**src/rtl/rre_pkg.sv**
```systemverilog
// Constants and types for the return and rotate execution slice
`default_nettype none
package rre_pkg;
    // Instruction word and field layout (14-bit core word)
    localparam int INSN_W = 14;
    localparam int DATA_W = 8;
    localparam int ADDR_W = 7;
    localparam int PC_W = 13;
    localparam int DEST_BIT = 7;
    localparam int LIT_LSB = 0;
    localparam int FADDR_LSB = 0;
    // Opcode encodings
    localparam logic [13:0] OP_INTERRUPT_RETURN = 14'h0009;
    localparam logic [13:0] OP_SUB_RETURN = 14'h0008;
    localparam logic [5:0] OP_LITERAL_RETURN_HI = 6'h0d;
    localparam logic [5:0] OP_ROTATE_LEFT_HI = 6'h0d;
    localparam logic [5:0] OP_ROTATE_RIGHT_HI = 6'h0c;
    localparam logic [3:0] OP_LIT_RET_TOP = 4'hd;
    localparam logic [1:0] OP_LIT_RET_PREFIX = 2'h3;
    // Interrupt control register: global enable position
    localparam int GLOBAL_IRQ_ENABLE_BIT = 7;
    // Cycle counts
    localparam int RETURN_CYCLES = 2;
    localparam int ROTATE_CYCLES = 1;
    // Reset values
    localparam logic [7:0] ACC_RESET = 8'h00;
    localparam logic [12:0] PC_RESET = 13'h0000;

    typedef enum logic [1:0] {
        RRE_IDLE = 2'b00,
        RRE_RET2 = 2'b01
    } rre_state_t;

    typedef enum logic [2:0] {
        RRE_K_NONE = 3'b000,
        RRE_K_IRET = 3'b001,
        RRE_K_LRET = 3'b010,
        RRE_K_SRET = 3'b011,
        RRE_K_RLC = 3'b100,
        RRE_K_RRC = 3'b101
    } rre_kind_t;
endpackage
`default_nettype wire

```
**src/rtl/rre_rotator.sv**
```systemverilog
// Rotate-through-carry datapath slice
`timescale 1ns/1ns
`default_nettype none
module rre_rotator
    import rre_pkg::*;
(
    // Operands
    input wire logic i_left,
    input wire logic [7:0] i_value,
    input wire logic i_carry,
    // Results
    output logic [7:0] o_result,
    output logic o_carry
);
    always_comb
    begin
        if (i_left)
        begin
            o_result = {i_value[6:0], i_carry};
            o_carry = i_value[7];
        end
        else
        begin
            o_result = {i_carry, i_value[7:1]};
            o_carry = i_value[0];
        end
    end
endmodule
`default_nettype wire

```
**src/rtl/rre_exec.sv**
```systemverilog
// Return and rotate-through-carry instruction execution
`timescale 1ns/1ns
`default_nettype none
module rre_exec
    import rre_pkg::*;
(
    // Clock and reset
    input wire logic i_clk,
    input wire logic i_resetn,
    // Instruction issue
    input wire logic i_valid,
    input wire logic [13:0] i_insn,
    // Core state inputs
    input wire logic [12:0] i_stack_top_value,
    input wire logic [7:0] i_file_rdata,
    input wire logic i_carry,
    // Handshake and core updates
    output logic o_busy,
    output logic o_done,
    output logic o_unsupported,
    output logic o_stack_pop,
    output logic o_pc_load,
    output logic [12:0] o_pc,
    output logic o_acc_we,
    output logic [7:0] o_acc,
    output logic o_file_we,
    output logic [6:0] o_file_addr,
    output logic [7:0] o_file_wdata,
    output logic o_carry_we,
    output logic o_carry,
    output logic o_global_irq_enable_set
);
    typedef struct packed {
        rre_state_t state;
        logic busy;
        logic done;
        logic unsupported;
        logic stack_pop;
        logic pc_load;
        logic [12:0] pc;
        logic acc_we;
        logic [7:0] acc;
        logic file_we;
        logic [6:0] file_addr;
        logic [7:0] file_wdata;
        logic carry_we;
        logic carry;
        logic gie_set;
    } rre_regs_t;

    rre_regs_t r;
    rre_regs_t next_r;
    rre_kind_t kind;
    logic [7:0] rot_result;
    logic rot_carry;

    function automatic rre_kind_t decode(input logic [13:0] insn);
        if (insn == OP_INTERRUPT_RETURN)
            return RRE_K_IRET;
        if (insn == OP_SUB_RETURN)
            return RRE_K_SRET;
        if (insn[13:10] == OP_LIT_RET_TOP)
            return RRE_K_LRET;
        if (insn[13:8] == OP_ROTATE_LEFT_HI)
            return RRE_K_RLC;
        if (insn[13:8] == OP_ROTATE_RIGHT_HI)
            return RRE_K_RRC;
        return RRE_K_NONE;
    endfunction

    assign kind = decode(i_insn);

    rre_rotator u_rot (
        .i_left(kind == RRE_K_RLC),
        .i_value(i_file_rdata),
        .i_carry(i_carry),
        .o_result(rot_result),
        .o_carry(rot_carry)
    );

    always_comb
    begin
        next_r = r;
        next_r.done = 1'b0;
        next_r.unsupported = 1'b0;
        next_r.stack_pop = 1'b0;
        next_r.pc_load = 1'b0;
        next_r.acc_we = 1'b0;
        next_r.file_we = 1'b0;
        next_r.carry_we = 1'b0;
        next_r.gie_set = 1'b0;
        case (r.state)
            RRE_IDLE:
            begin
                if (i_valid)
                begin
                    case (kind)
                        RRE_K_IRET, RRE_K_SRET, RRE_K_LRET:
                        begin
                            // Pop now; second cycle is the refill bubble
                            next_r.state = RRE_RET2;
                            next_r.busy = 1'b1;
                            next_r.stack_pop = 1'b1;
                            next_r.pc_load = 1'b1;
                            next_r.pc = i_stack_top_value;
                            if (kind == RRE_K_IRET)
                                next_r.gie_set = 1'b1;
                            if (kind == RRE_K_LRET)
                            begin
                                next_r.acc_we = 1'b1;
                                next_r.acc = i_insn[7:0];
                            end
                        end
                        RRE_K_RLC, RRE_K_RRC:
                        begin
                            next_r.done = 1'b1;
                            next_r.carry_we = 1'b1;
                            next_r.carry = rot_carry;
                            if (i_insn[DEST_BIT])
                            begin
                                next_r.file_we = 1'b1;
                                next_r.file_addr = i_insn[6:0];
                                next_r.file_wdata = rot_result;
                            end
                            else
                            begin
                                next_r.acc_we = 1'b1;
                                next_r.acc = rot_result;
                            end
                        end
                        default:
                        begin
                            next_r.unsupported = 1'b1;
                        end
                    endcase
                end
            end
            RRE_RET2:
            begin
                next_r.state = RRE_IDLE;
                next_r.busy = 1'b0;
                next_r.done = 1'b1;
            end
            default:
            begin
                next_r.state = RRE_IDLE;
                next_r.busy = 1'b0;
            end
        endcase
    end

    always_ff @(posedge i_clk or negedge i_resetn)
    begin
        if (!i_resetn)
        begin
            r <= '0;
            r.state <= RRE_IDLE;
            r.acc <= ACC_RESET;
            r.pc <= PC_RESET;
        end
        else
        begin
            r <= next_r;
        end
    end

    assign o_busy = r.busy;
    assign o_done = r.done;
    assign o_unsupported = r.unsupported;
    assign o_stack_pop = r.stack_pop;
    assign o_pc_load = r.pc_load;
    assign o_pc = r.pc;
    assign o_acc_we = r.acc_we;
    assign o_acc = r.acc;
    assign o_file_we = r.file_we;
    assign o_file_addr = r.file_addr;
    assign o_file_wdata = r.file_wdata;
    assign o_carry_we = r.carry_we;
    assign o_carry = r.carry;
    assign o_global_irq_enable_set = r.gie_set;

    AST_IRET_GIE: assert property (@(posedge i_clk) disable iff (!i_resetn)
        (r.state == RRE_IDLE && i_valid && kind == RRE_K_IRET)
        |=> o_global_irq_enable_set && o_pc_load ##1 o_done)
        else $error("interrupt return did not set enable");
    AST_IRET_PC: assert property (@(posedge i_clk) disable iff (!i_resetn)
        (r.state == RRE_IDLE && i_valid && kind == RRE_K_IRET)
        |=> o_pc == $past(i_stack_top_value) && o_stack_pop)
        else $error("interrupt return pc wrong");
    AST_LRET_ACC: assert property (@(posedge i_clk) disable iff (!i_resetn)
        (r.state == RRE_IDLE && i_valid && kind == RRE_K_LRET)
        |=> o_acc_we && o_acc == $past(i_insn[7:0]))
        else $error("literal return accumulator wrong");
    AST_LRET_TWO: assert property (@(posedge i_clk) disable iff (!i_resetn)
        (r.state == RRE_IDLE && i_valid && kind == RRE_K_LRET)
        |=> o_busy && o_pc_load && !o_done ##1 o_done && !o_busy)
        else $error("literal return not two cycles");
    AST_SRET_FLAGS: assert property (@(posedge i_clk) disable iff (!i_resetn)
        (r.state == RRE_IDLE && i_valid && kind == RRE_K_SRET)
        |=> !o_carry_we && !o_acc_we && !o_global_irq_enable_set
        && o_stack_pop ##1 o_done)
        else $error("subroutine return changed state");
    AST_RLC: assert property (@(posedge i_clk) disable iff (!i_resetn)
        (r.state == RRE_IDLE && i_valid && kind == RRE_K_RLC)
        |=> o_carry == $past(i_file_rdata[7]) && o_carry_we && o_done
        && !o_pc_load)
        else $error("rotate left carry wrong");
    AST_RRC: assert property (@(posedge i_clk) disable iff (!i_resetn)
        (r.state == RRE_IDLE && i_valid && kind == RRE_K_RRC)
        |=> o_carry == $past(i_file_rdata[0]) && o_carry_we)
        else $error("rotate right carry wrong");
    AST_DEST: assert property (@(posedge i_clk) disable iff (!i_resetn)
        (r.state == RRE_IDLE && i_valid && kind == RRE_K_RLC)
        |=> (o_file_we == $past(i_insn[7])) && (o_acc_we != o_file_we))
        else $error("rotate destination wrong");
    AST_RRC_DATA: assert property (@(posedge i_clk) disable iff (!i_resetn)
        (r.state == RRE_IDLE && i_valid && kind == RRE_K_RRC && !i_insn[7])
        |=> o_acc == {$past(i_carry), $past(i_file_rdata[7:1])})
        else $error("rotate right data wrong");

    COV_IRET: cover property (@(posedge i_clk) disable iff (!i_resetn)
        o_global_irq_enable_set ##1 o_done);
    COV_LRET: cover property (@(posedge i_clk) disable iff (!i_resetn)
        o_acc_we && o_pc_load);
    COV_ROT_FILE: cover property (@(posedge i_clk) disable iff (!i_resetn)
        o_file_we && o_carry_we);
endmodule
`default_nettype wire

```
**config.mk**
```make
export PLATFORM = sky130hd
export DESIGN_NAME = rre_exec
export DESIGN_NICKNAME = d
export VERILOG_FILES = /design/src/rtl/rre_pkg.sv /design/src/rtl/rre_rotator.sv /design/src/rtl/rre_exec.sv
export SDC_FILE = /design/constraint.sdc
export NUM_CORES = 1
export LEC_CHECK = 0
export ABC_AREA = 0
export BUFFER_PORTS_ARGS = -buffer_cell sky130_fd_sc_hd__buf_4
export CELL_PAD_IN_SITES_DETAIL_PLACEMENT = 0
export CELL_PAD_IN_SITES_GLOBAL_PLACEMENT = 2
export CORE_ASPECT_RATIO = 0.5
export CORE_MARGIN = 1.5
export CORE_UTILIZATION = 29
export CTS_BUF_LIST = sky130_fd_sc_hd__clkbuf_8
export CTS_CLUSTER_SIZE = 30
export DETAILED_ROUTE_END_ITERATION = 7
export GPL_ROUTABILITY_DRIVEN = 0
export HOLD_SLACK_MARGIN = 0.03
export PLACE_DENSITY_LB_ADDON = 0.15
export SETUP_SLACK_MARGIN = 0.1
export SLEW_MARGIN = 20
export SYNTH_ARGS = -nofsm -noshare
export SYNTH_HDL_FRONTEND = slang
export SYNTH_HIERARCHICAL = 1
export SYNTH_SLANG_ARGS = --single-unit
```
**constraint.sdc**
```tcl
create_clock -name i_clk -period 1.5 [get_ports i_clk]
set_input_delay 0.225 -clock i_clk [delete_from_list [all_inputs] [get_ports i_clk]]
set_output_delay 0.225 -clock i_clk [all_outputs]
set_load 0.05 [all_outputs]
```
==> impl_metrics.toml, run 1 <==
[global_route]
grt_use_met2_pct = 25.2
antenna_found_initial = 0
grt_busiest_layer = "met2"
use_met3_pct = 4.56
grt_max_degree = 46
grt_overflow = 0
grt_pass1_vias = 1599
met1_usage_pct = 19.8
grt_pass1_wl_mm = 8.36
grt_usage_pct = 15.2

[timing]
setup_slack_ns = -0.0746
rsz0062_at_grt = "true"
tns_ns = -0.612
worstMarginPinSlew_ns = 0.591
min_period_ns = 1.57
fmax_mhz = 635
relSlewSlack_pct = 60.6
finalMaxSlewViolations = 0
finClkSkew_ns = 0.00218
finalSetupViolCount = 21
min_period_over_period_pct = 105
hold_viol_final = 0

[floorplanning]
die_y_um = 62.0
rows = 21
die_area_um2 = 7490
start_util_pct = 30.1
die_x_um = 121
core_um2 = 6700
ioPinCount = 85

[clock_network]
clk_latency_ns = 0.30
clock_path_buffers = 2
cts.clk_slew.worst_paths_ns = 0.08
root_buffer = "clkbuf_8"
htree_levels = 2
cts_tree = "yes"
cts_sinks = 45
cts_buffers = 5

[status]
status = "finished with violations"
violations = "setup timing"

[yosys]
syn_nets = 172
synth_ff_type = "dfrtp_1"
yosys.cell_types.count = 32
post-synth-top-area-cell = "dfrtp_1"
avgSynthCellArea_um2 = 15.2
ys_seq_area_share_pct = 55.9
synthCells = 133
ys_seq_elements = 45
ys_warn_count = 6
synth_edf_count = 0
synth_top_area_share_pct = 55.9
synthTopCellsByArea = "dfrtp_1, mux2_4, mux2_2"
async_reset_ff_share_pct = 100
netlist_area_um2 = 2020

[final_layout]
drive_above_1_share_pct = 71.9
fin_area_um2 = 3200
final_util_pct = 47.8
area_growth_pct = 58.8
antenna_cells = 0
nNetsFinal = 287

[setup_path]
cp-end-kind = "register"
cp-startpoint = "i_insn[9]"
cp.arrival_ns = 1.76
worstSetupEndpoint = "o_acc[7]$_DFFE_PN0P_"
required_ns = 1.69
slowest_delay_ns = 0.39
regToRegEndpoint = "o_file_wdata[6]$_DFFE_PN0P_"
regToRegSetupSlack_ns = 0.03
ff2ff_path_depth = 4
path_max_fanout = 7
crit_type = "in2reg"
r2r-start = "r[46]$_DFFE_PN0P_"
cpMaxStageDelayCell = "or3_4"
startpoint_type = "primary input"
path_cells = "buf_6 -> or3_4 -> nor2_4 -> and2_4 -> mux2_4 -> nor2b_4 -> a221o_1"

[placed_design]
dpl.hpwl_mm = 4.07
io_buffers = 84
place_ws_ns = -0.438
place_area_um2 = 3000

[drt]
drtAntennaViolNets = 0
routed_wl_mm = 5.42
dr.first_iter.drc_count = 41
vias_per_cell = 4.52
routed-via-count = 1541
first_pass_iters = 4
drc_errors = 0
wl_per_cell_um = 15.9

[power_and_ir_drop]
vdd_drop_max_uv = 512
power_density_nw_per_um2 = 1240
p_leak_nw = 1.64

[hold_path]
min_path_type = "in2reg"

[job]
maxCapViolCount = 0
[cell families (layout without fill, tap and decap cells)]
group / Yosys count / after routing / share of synthesized area, %
muxes: 38 / 38 / 24.6
AOI/OAI and AO/OA: 20 / 20 / 7.95
and+or+nand+nor: 22 / 22 / 8.81
buffers and inverters: 8 / 124 / 2.79
DFF: 45 / 45 / 55.9
[what timing repair did]
item,in CTS,in global routing
endpoints found under the hold margin,45,0
resized for setup,10,3
hold buffers,1,0
pin swaps,4,3
setup endpoints to repair,38,37
cloned,0,0
setup buffers,1,1
[sequential cells by signal, indices dropped and copies added (netlist names)]
register / count
r: 1
o_file_wdata: 8
o_acc_we: 1
o_carry_we: 1
o_carry: 1
o_file_addr: 7
o_done: 1
o_unsupported: 1
o_acc: 8
o_global_irq_enable_set: 1
o_pc: 13
o_file_we: 1
o_pc_load: 1
[how the worst min path moves through the flow]
stage,endpoint,cells past startpoint,slack [ns],from
after detailed placement,o_pc[4]$_DFFE_PN0P_,1,0.27,i_resetn
after global placement,o_pc[6]$_DFFE_PN0P_,1,0.26,i_resetn
after global routing,o_pc[0]$_DFFE_PN0P_,2,0.13,i_stack_top_value[0]
after floorplan,o_acc[0]$_DFFE_PN0P_,0,-0.07,i_resetn
after CTS,o_pc[0]$_DFFE_PN0P_,2,0.13,i_stack_top_value[0]
final,o_pc[0]$_DFFE_PN0P_,2,0.15,i_stack_top_value[0]
[power by group]
| part | total (W) | switching, W | internal (W) | leakage, nW |
|---|---|---|---|---|
| clock network | 0.000951 | 0.000414 | 0.000537 | 0.0626 |
| registers | 0.00152 | 0.000112 | 0.00140 | 0.577 |
| logic | 0.00151 | 0.000930 | 0.000579 | 0.998 |
| total | 0.00398 | 0.00146 | 0.00252 | 1.64 |
[per-stage QoR]
stage                     hold WS (ns)  instances  power (W)
after global placement           0.261        330    0.00303
after global routing             0.131        341    0.00415
after floorplan                -0.0706        133    0.00250
final                            0.149        341    0.00398
after detailed placement         0.274        330    0.00304
after CTS                        0.133        340    0.00403
[cell usage in the layout (no fill, tap or decap), types with 2 or more instances in the layout]
master     instances
a21oi_1            2
a22oi_2            7
buf_4            108
buf_6              4
clkbuf_8           6
dfrtp_1           44
inv_1              3
mux2_2             6
mux2_4            32
nand2_1            3
nor2_1             2
nor2b_1            2
o2bb2ai_1          7
[final cells by class]
type / instances / area, um2
clock buffers: 6 / 82.6
clock inverters: 2 / 33.8
fillers: 634 / 3500
inverters: 2 / 7.51
multi-input cells: 80 / 950
flip-flops and latches: 45 / 1130
well taps: 92 / 115
repair buffers: 114 / 886
[critical path, delay by kind of cell]
kind | cells | cell delay, ns
buffers and inverters | 1 | 0.09
multiplexers | 1 | 0.32
AO/OA/AOI/OAI | 1 | 0.31
AND/OR/NAND/NOR | 4 | 0.81
[metal layers]
layer	vias to the layer above	routed length [um]
met1	769	2590
li1	714	-
met2	50	2450
met4	0	63
met3	8	315
met5	-	0
[cells in the mapped netlist (2+ instances only)]
cell type / count
nor2b_1: 3
a21oi_1: 2
mux2_2: 19
nand2_1: 3
o2bb2ai_1: 7
dfrtp_1: 45
buf_6: 3
mux2_4: 18
inv_1: 2
a22oi_1: 7
nor2_1: 3
Power figures use the tool's default switching activity.
==> run 2: changes to the inputs <==
--- a/config.mk
+++ b/config.mk
@@ -18,9 +18,11 @@
 export GPL_ROUTABILITY_DRIVEN = 0
 export HOLD_SLACK_MARGIN = 0.03
 export PLACE_DENSITY_LB_ADDON = 0.15
+export REMOVE_ABC_BUFFERS = 1
 export SETUP_SLACK_MARGIN = 0.1
 export SLEW_MARGIN = 20
 export SYNTH_ARGS = -nofsm -noshare
 export SYNTH_HDL_FRONTEND = slang
 export SYNTH_HIERARCHICAL = 1
 export SYNTH_SLANG_ARGS = --single-unit
+export TNS_END_PERCENT = 50
==> impl_metrics.toml, run 2 (synthesis results as in run 1) <==
[floorplanning]
core_um2 = 6700
die_y_um = 62.0
die_x_um = 121
rows = 21
die_area_um2 = 7490
start_util_pct = 30.1
ioPinCount = 85

[drt]
drc_errors = 0
routed-via-count = 1520
wl_per_cell_um = 15.2
drtAntennaViolNets = 0
vias_per_cell = 4.38
first_pass_iters = 4
routed_wl_mm = 5.27
dr.first_iter.drc_count = 63

[setup_path]
cpMaxStageDelayCell = "or3_4"
path_max_fanout = 7
cp.arrival_ns = 1.76
cp-end-kind = "register"
crit_type = "in2reg"
regToRegSetupSlack_ns = 0
path_cells = "buf_6 -> or3_4 -> buf_6 -> nand4b_4 -> a21oi_4 -> clkbuf_16 -> mux2_4"
required_ns = 1.68
crit_family = "simple AND/OR/NAND/NOR gates"
crit_path_frequent_cell = "buf_6"
slowest_delay_ns = 0.40
startpoint_type = "primary input"
cp_num_buf_inv = 3

[clock_network]
cts_buffers = 5
cts_tree = "yes"
clk_latency_ns = 0.29
cts.clk_slew.worst_paths_ns = 0.09
clock_path_buffers = 2
cts_sinks = 45
root_buffer = "clkbuf_8"
htree_levels = 2

[power_and_ir_drop]
power_frac_clock_pct = 20.4
seq_power_share_pct = 39.7
p_leak_nw = 1.66
p_sw_w = 0.00145
combPwrFrac_pct = 39.8
vdd_drop_max_uv = 528
internal-power_w = 0.00236
p_sw_share_pct = 38.0
power_density_nw_per_um2 = 1160

[status]
violations = "setup timing"
status = "finished with violations"

[placed_design]
dpl.hpwl_mm = 3.78
dp.cells = 325
place_ws_ns = -0.529
io_buffers = 84

[final_layout]
layout_common_cells = "buf_4, dfrtp_1, mux2_4, a22oi_2, o2bb2ai_1"
largest_reg_flops = 13
mostFrequentLayoutCell = "buf_4"
nNetsFinal = 293
stdcell_count = 347
antenna_cells = 0
drive_above_1_share_pct = 72.2
area_growth_pct = 62.7

[global_route]
grt_pass1_wl_mm = 8.07
antenna_found_initial = 0
grt_pass1_vias = 1564
grt_overflow = 0
grt_usage_pct = 14.5
grt_max_degree = 46

[timing]
finalSetupViolCount = 26
worstMarginPinSlew_ns = 0.567
setup_slack_ns = -0.0780
hold_viol_final = 0
min_period_ns = 1.58
finClkSkew_ns = 0.00844
finalMaxSlewViolations = 0
relSlewSlack_pct = 62.2
min_period_over_period_pct = 105
rsz0062_at_grt = "true"
fmax_mhz = 634

[hold_path]
min_path_type = "in2reg"

[job]
maxCapViolCount = 0
run 2: cell types whose count changed in the layout (fill, tap and decap cells not counted):
cell / previous run / this run
buf_6: 4 / 6
buf_8: 0 / 2
buf_12: 1 / 2
bufinv_16: 1 / 0
clkbuf_16: 0 / 1
clkinv_2: 0 / 1
clkinv_4: 0 / 1
dfrtp_1: 44 / 45
dfrtp_2: 1 / 0
inv_1: 3 / 2
nand2_4: 1 / 0
nand2_8: 0 / 1
nor2b_1: 2 / 3
nor2b_4: 1 / 0
run 2: per-layer routing:
| metal | track usage [%] | share of wire [%] | routed length (um) |
|---|---|---|---|
| met5 | 0 | 0 | 0 |
| met4 | 2.52 | 0.49 | 26 |
| met3 | 3.56 | 5.2 | 276 |
| met2 | 22.5 | 45 | 2370 |
| met1 | 21.0 | 49 | 2600 |
run 2: path summary, 6_finish.rpt:
path	startpoint	end	cells past startpoint
setup / recovery	i_insn[12]	o_pc[4]$_DFFE_PN0P_	7
hold / removal	i_stack_top_value[8]	o_pc[8]$_DFFE_PN0P_	2
setup reg to reg	r[46]$_DFFE_PN0P_	o_pc[4]$_DFFE_PN0P_	5
hold reg to reg	o_acc[0]$_DFFE_PN0P_	o_acc[0]$_DFFE_PN0P_	1
max in group asynchronous	i_resetn	o_pc[0]$_DFFE_PN0P_	2
min in group asynchronous	i_resetn	o_file_wdata[6]$_DFFE_PN0P_	2
run 2: timing repair:
action                                  CTS  global route
gates cloned                              1             0
endpoints found under the hold margin    45             0
resized for setup                        38             3
pin swaps                                21             5
endpoints found under the setup margin   37            39
setup buffers                            10             2
hold buffers                              1             0
run 2: power by group through the flow:
stage / clock network (W) / registers [W] / logic [W]
finish: 0.000778 / 0.00151 / 0.00152
global route: 0.000870 / 0.00153 / 0.00158
CTS: 0.000816 / 0.00152 / 0.00153
detailed placement: 0 / 0.00153 / 0.00144
global placement: 0 / 0.00153 / 0.00144
floorplan: 0 / 0.00220 / 0.000237
run 2: cell type report:
| cell class | instances | area, um2 |
|---|---|---|
| Clock buffer | 6 | 82.6 |
| Clock inverter | 2 | 13.8 |
| Fill cell | 615 | 3420 |
| Inverter | 2 | 7.51 |
| Multi-Input combinational cell | 80 | 951 |
| Sequential cell | 45 | 1130 |
| Tap cell | 92 | 115 |
| Timing Repair Buffer | 120 | 983 |
run 2: stage by stage:
stage | hold slack [ns] | util [%] | total power, W | setup TNS (ns) | instance area (um2)
after global routing | 0.149 | 48.9 | 0.00399 | -1.97 | 3280
after global placement | 0.269 | 43.3 | 0.00297 | -14.50 | 2900
after CTS | 0.150 | 48.6 | 0.00386 | -1.18 | 3260
after detailed placement | 0.268 | 43.3 | 0.00298 | -14.88 | 2900
after floorplan | -0.0706 | - | 0.00244 | -14.47 | 1970
final | 0.161 | 48.9 | 0.00381 | -1.10 | 3280
==> run 3: changes to the inputs <==
--- a/config.mk
+++ b/config.mk
@@ -17,7 +17,7 @@
 export DETAILED_ROUTE_END_ITERATION = 7
 export GPL_ROUTABILITY_DRIVEN = 0
 export HOLD_SLACK_MARGIN = 0.03
-export PLACE_DENSITY_LB_ADDON = 0.15
+export PLACE_DENSITY = 0.75
 export REMOVE_ABC_BUFFERS = 1
 export SETUP_SLACK_MARGIN = 0.1
 export SLEW_MARGIN = 20
==> impl_metrics.toml, run 3 (synthesis results as in run 1) <==
[power_and_ir_drop]
p_leak_nw = 1.61
vdd_drop_max_uv = 438
power_density_nw_per_um2 = 1240

[clock_network]
cts_tree = "yes"
cts_sinks = 45
clock_path_buffers = 2
clk_latency_ns = 0.30
root_buffer = "clkbuf_8"
cts_buffers = 5
htree_levels = 2
cts.clk_slew.worst_paths_ns = 0.08

[setup_path]
slowest_delay_ns = 0.40
required_ns = 1.68
path_cells = "buf_6 -> or3_4 -> nor2_4 -> and2_4 -> mux2_4 -> nor2b_1 -> a221o_1"
cp.arrival_ns = 1.72
path_max_fanout = 2
cpMaxStageDelayCell = "or3_4"
cp-end-kind = "register"
startpoint_type = "primary input"
regToRegEndpoint = "o_file_wdata[1]$_DFFE_PN0P_"
crit_type = "in2reg"
ff2ff_path_depth = 5
r2r-start = "r[46]$_DFFE_PN0P_"
regToRegSetupSlack_ns = 0.07

[drt]
wl_per_cell_um = 15.6
drtAntennaViolNets = 0
first_pass_iters = 4
dr.first_iter.drc_count = 22
drc_errors = 0
vias_per_cell = 4.54
routed_wl_mm = 5.30
routed-via-count = 1542

[floorplanning]
rows = 21
die_x_um = 121
start_util_pct = 30.1
die_area_um2 = 7490
ioPinCount = 85
core_um2 = 6700
die_y_um = 62.0

[global_route]
grt_pass1_vias = 1591
grt_usage_pct = 14.5
antenna_found_initial = 0
grt_max_degree = 46
grt_overflow = 0
grt_pass1_wl_mm = 8.19

[final_layout]
layout_common_cells = "buf_4, dfrtp_1, mux2_4, mux2_2, a22oi_2"
antenna_cells = 0
mostFrequentLayoutCell = "buf_4"
fin_area_um2 = 3200
nNetsFinal = 286
drive_above_1_share_pct = 72.2
area_growth_pct = 58.5
stdcell_count = 340
largest_reg_flops = 13

[timing]
finalSetupViolCount = 16
setup_slack_ns = -0.0379
min_period_over_period_pct = 103
finClkSkew_ns = 0.00982
finalMaxSlewViolations = 0
hold_slack_ns = 0.143
relSlewSlack_pct = 62.2
fmax_mhz = 650
tns_ns = -0.178
min_period_ns = 1.54
hold_viol_final = 0
worstMarginPinSlew_ns = 0.568
rsz0062_at_grt = "true"

[placed_design]
place_area_um2 = 2900
io_buffers = 84
dp.cells = 325
dpl.hpwl_mm = 3.90

[job]
maxCapViolCount = 0

[status]
status = "finished with violations"
violations = "setup timing"

[hold_path]
holdPathStages = 2
min_path_type = "in2reg"
hold_end = "o_pc[4]$_DFFE_PN0P_"
hold_path.startpoint = "i_stack_top_value[4]"
-- run 3: cell count changes in the layout (fill, tap and decap cells not counted), sizes merged --
cell / previous run / this run
buf: 118 / 111
clkinv: 2 / 0
bufinv: 0 / 1
clkbuf: 7 / 6
clkinvlp: 0 / 1
nand2: 4 / 5
-- run 3: worst max path at each step --
stage | start | to | slack, ns | depth (start not counted)
6_report | i_insn[9] | o_acc[7]$_DFFE_PN0P_ | -0.04 | 7
3_5_place_dp | i_insn[9] | o_acc[7]$_DFFE_PN0P_ | -0.48 | 7
3_3_place_gp | i_insn[9] | o_acc[7]$_DFFE_PN0P_ | -0.47 | 7
2_1_floorplan | i_insn[9] | o_acc[7]$_DFFE_PN0P_ | -0.63 | 6
5_1_grt | i_insn[9] | o_pc[0]$_DFFE_PN0P_ | -0.06 | 7
4_1_cts | i_insn[9] | o_pc[5]$_DFFE_PN0P_ | -0.04 | 7
-- run 3: layer usage --
layer  wire length, um  up-vias  part of all wire [%]  GRT usage, %
met3               233        6                   4.4          3.10
met4                46        0                  0.87          3.53
met1              2460      781                    46          19.0
met5                 0        -                     0             0
met2              2560       37                    48          25.2
li1                  -      718                     -             -
-- run 3: final cells by class --
type | instances | area, um2
repair buffers | 112 | 883
clock buffers | 6 | 82.6
multi-input cells | 81 | 943
flip-flops and latches | 45 | 1130
inverters | 2 | 7.51
fillers | 620 | 3500
clock inverters | 2 | 37.5
well taps | 92 | 115
-- run 3: repair_timing --
item,4_1_cts,5_1_grt
endpoints found under the hold margin,45,0
setup endpoints to repair,38,38
pin swaps,19,6
hold buffers,1,0
setup buffers,4,1
cloned,1,0
gates resized for setup,23,4
-- run 3: worst max-delay path, delay by kind of cell --
family                 cells  cell delay, ns
AO/OA/AOI/OAI              1            0.31
buffers and inverters      1            0.09
AND/OR/NAND/NOR            4            0.80
multiplexers               1            0.30
-- run 3: where the power goes --
group | leakage (nW) | internal, W | switching, W | total [W]
combinational | 0.973 | 0.000550 | 0.000933 | 0.00148
clock | 0.0574 | 0.000542 | 0.000407 | 0.000949
sequential | 0.579 | 0.00140 | 0.000118 | 0.00152
total | 1.61 | 0.00249 | 0.00146 | 0.00395
-- run 3: through the flow --
| step | total power (W) | util (%) | setup slack (ns) |
|---|---|---|---|
| after floorplan | 0.00244 | - | -0.628 |
| after global placement | 0.00297 | 43.3 | -0.468 |
| after detailed placement | 0.00299 | 43.3 | -0.475 |
| after CTS | 0.00398 | 47.3 | -0.0392 |
| after global routing | 0.00412 | 47.7 | -0.0605 |
| final | 0.00395 | 47.7 | -0.0379 |
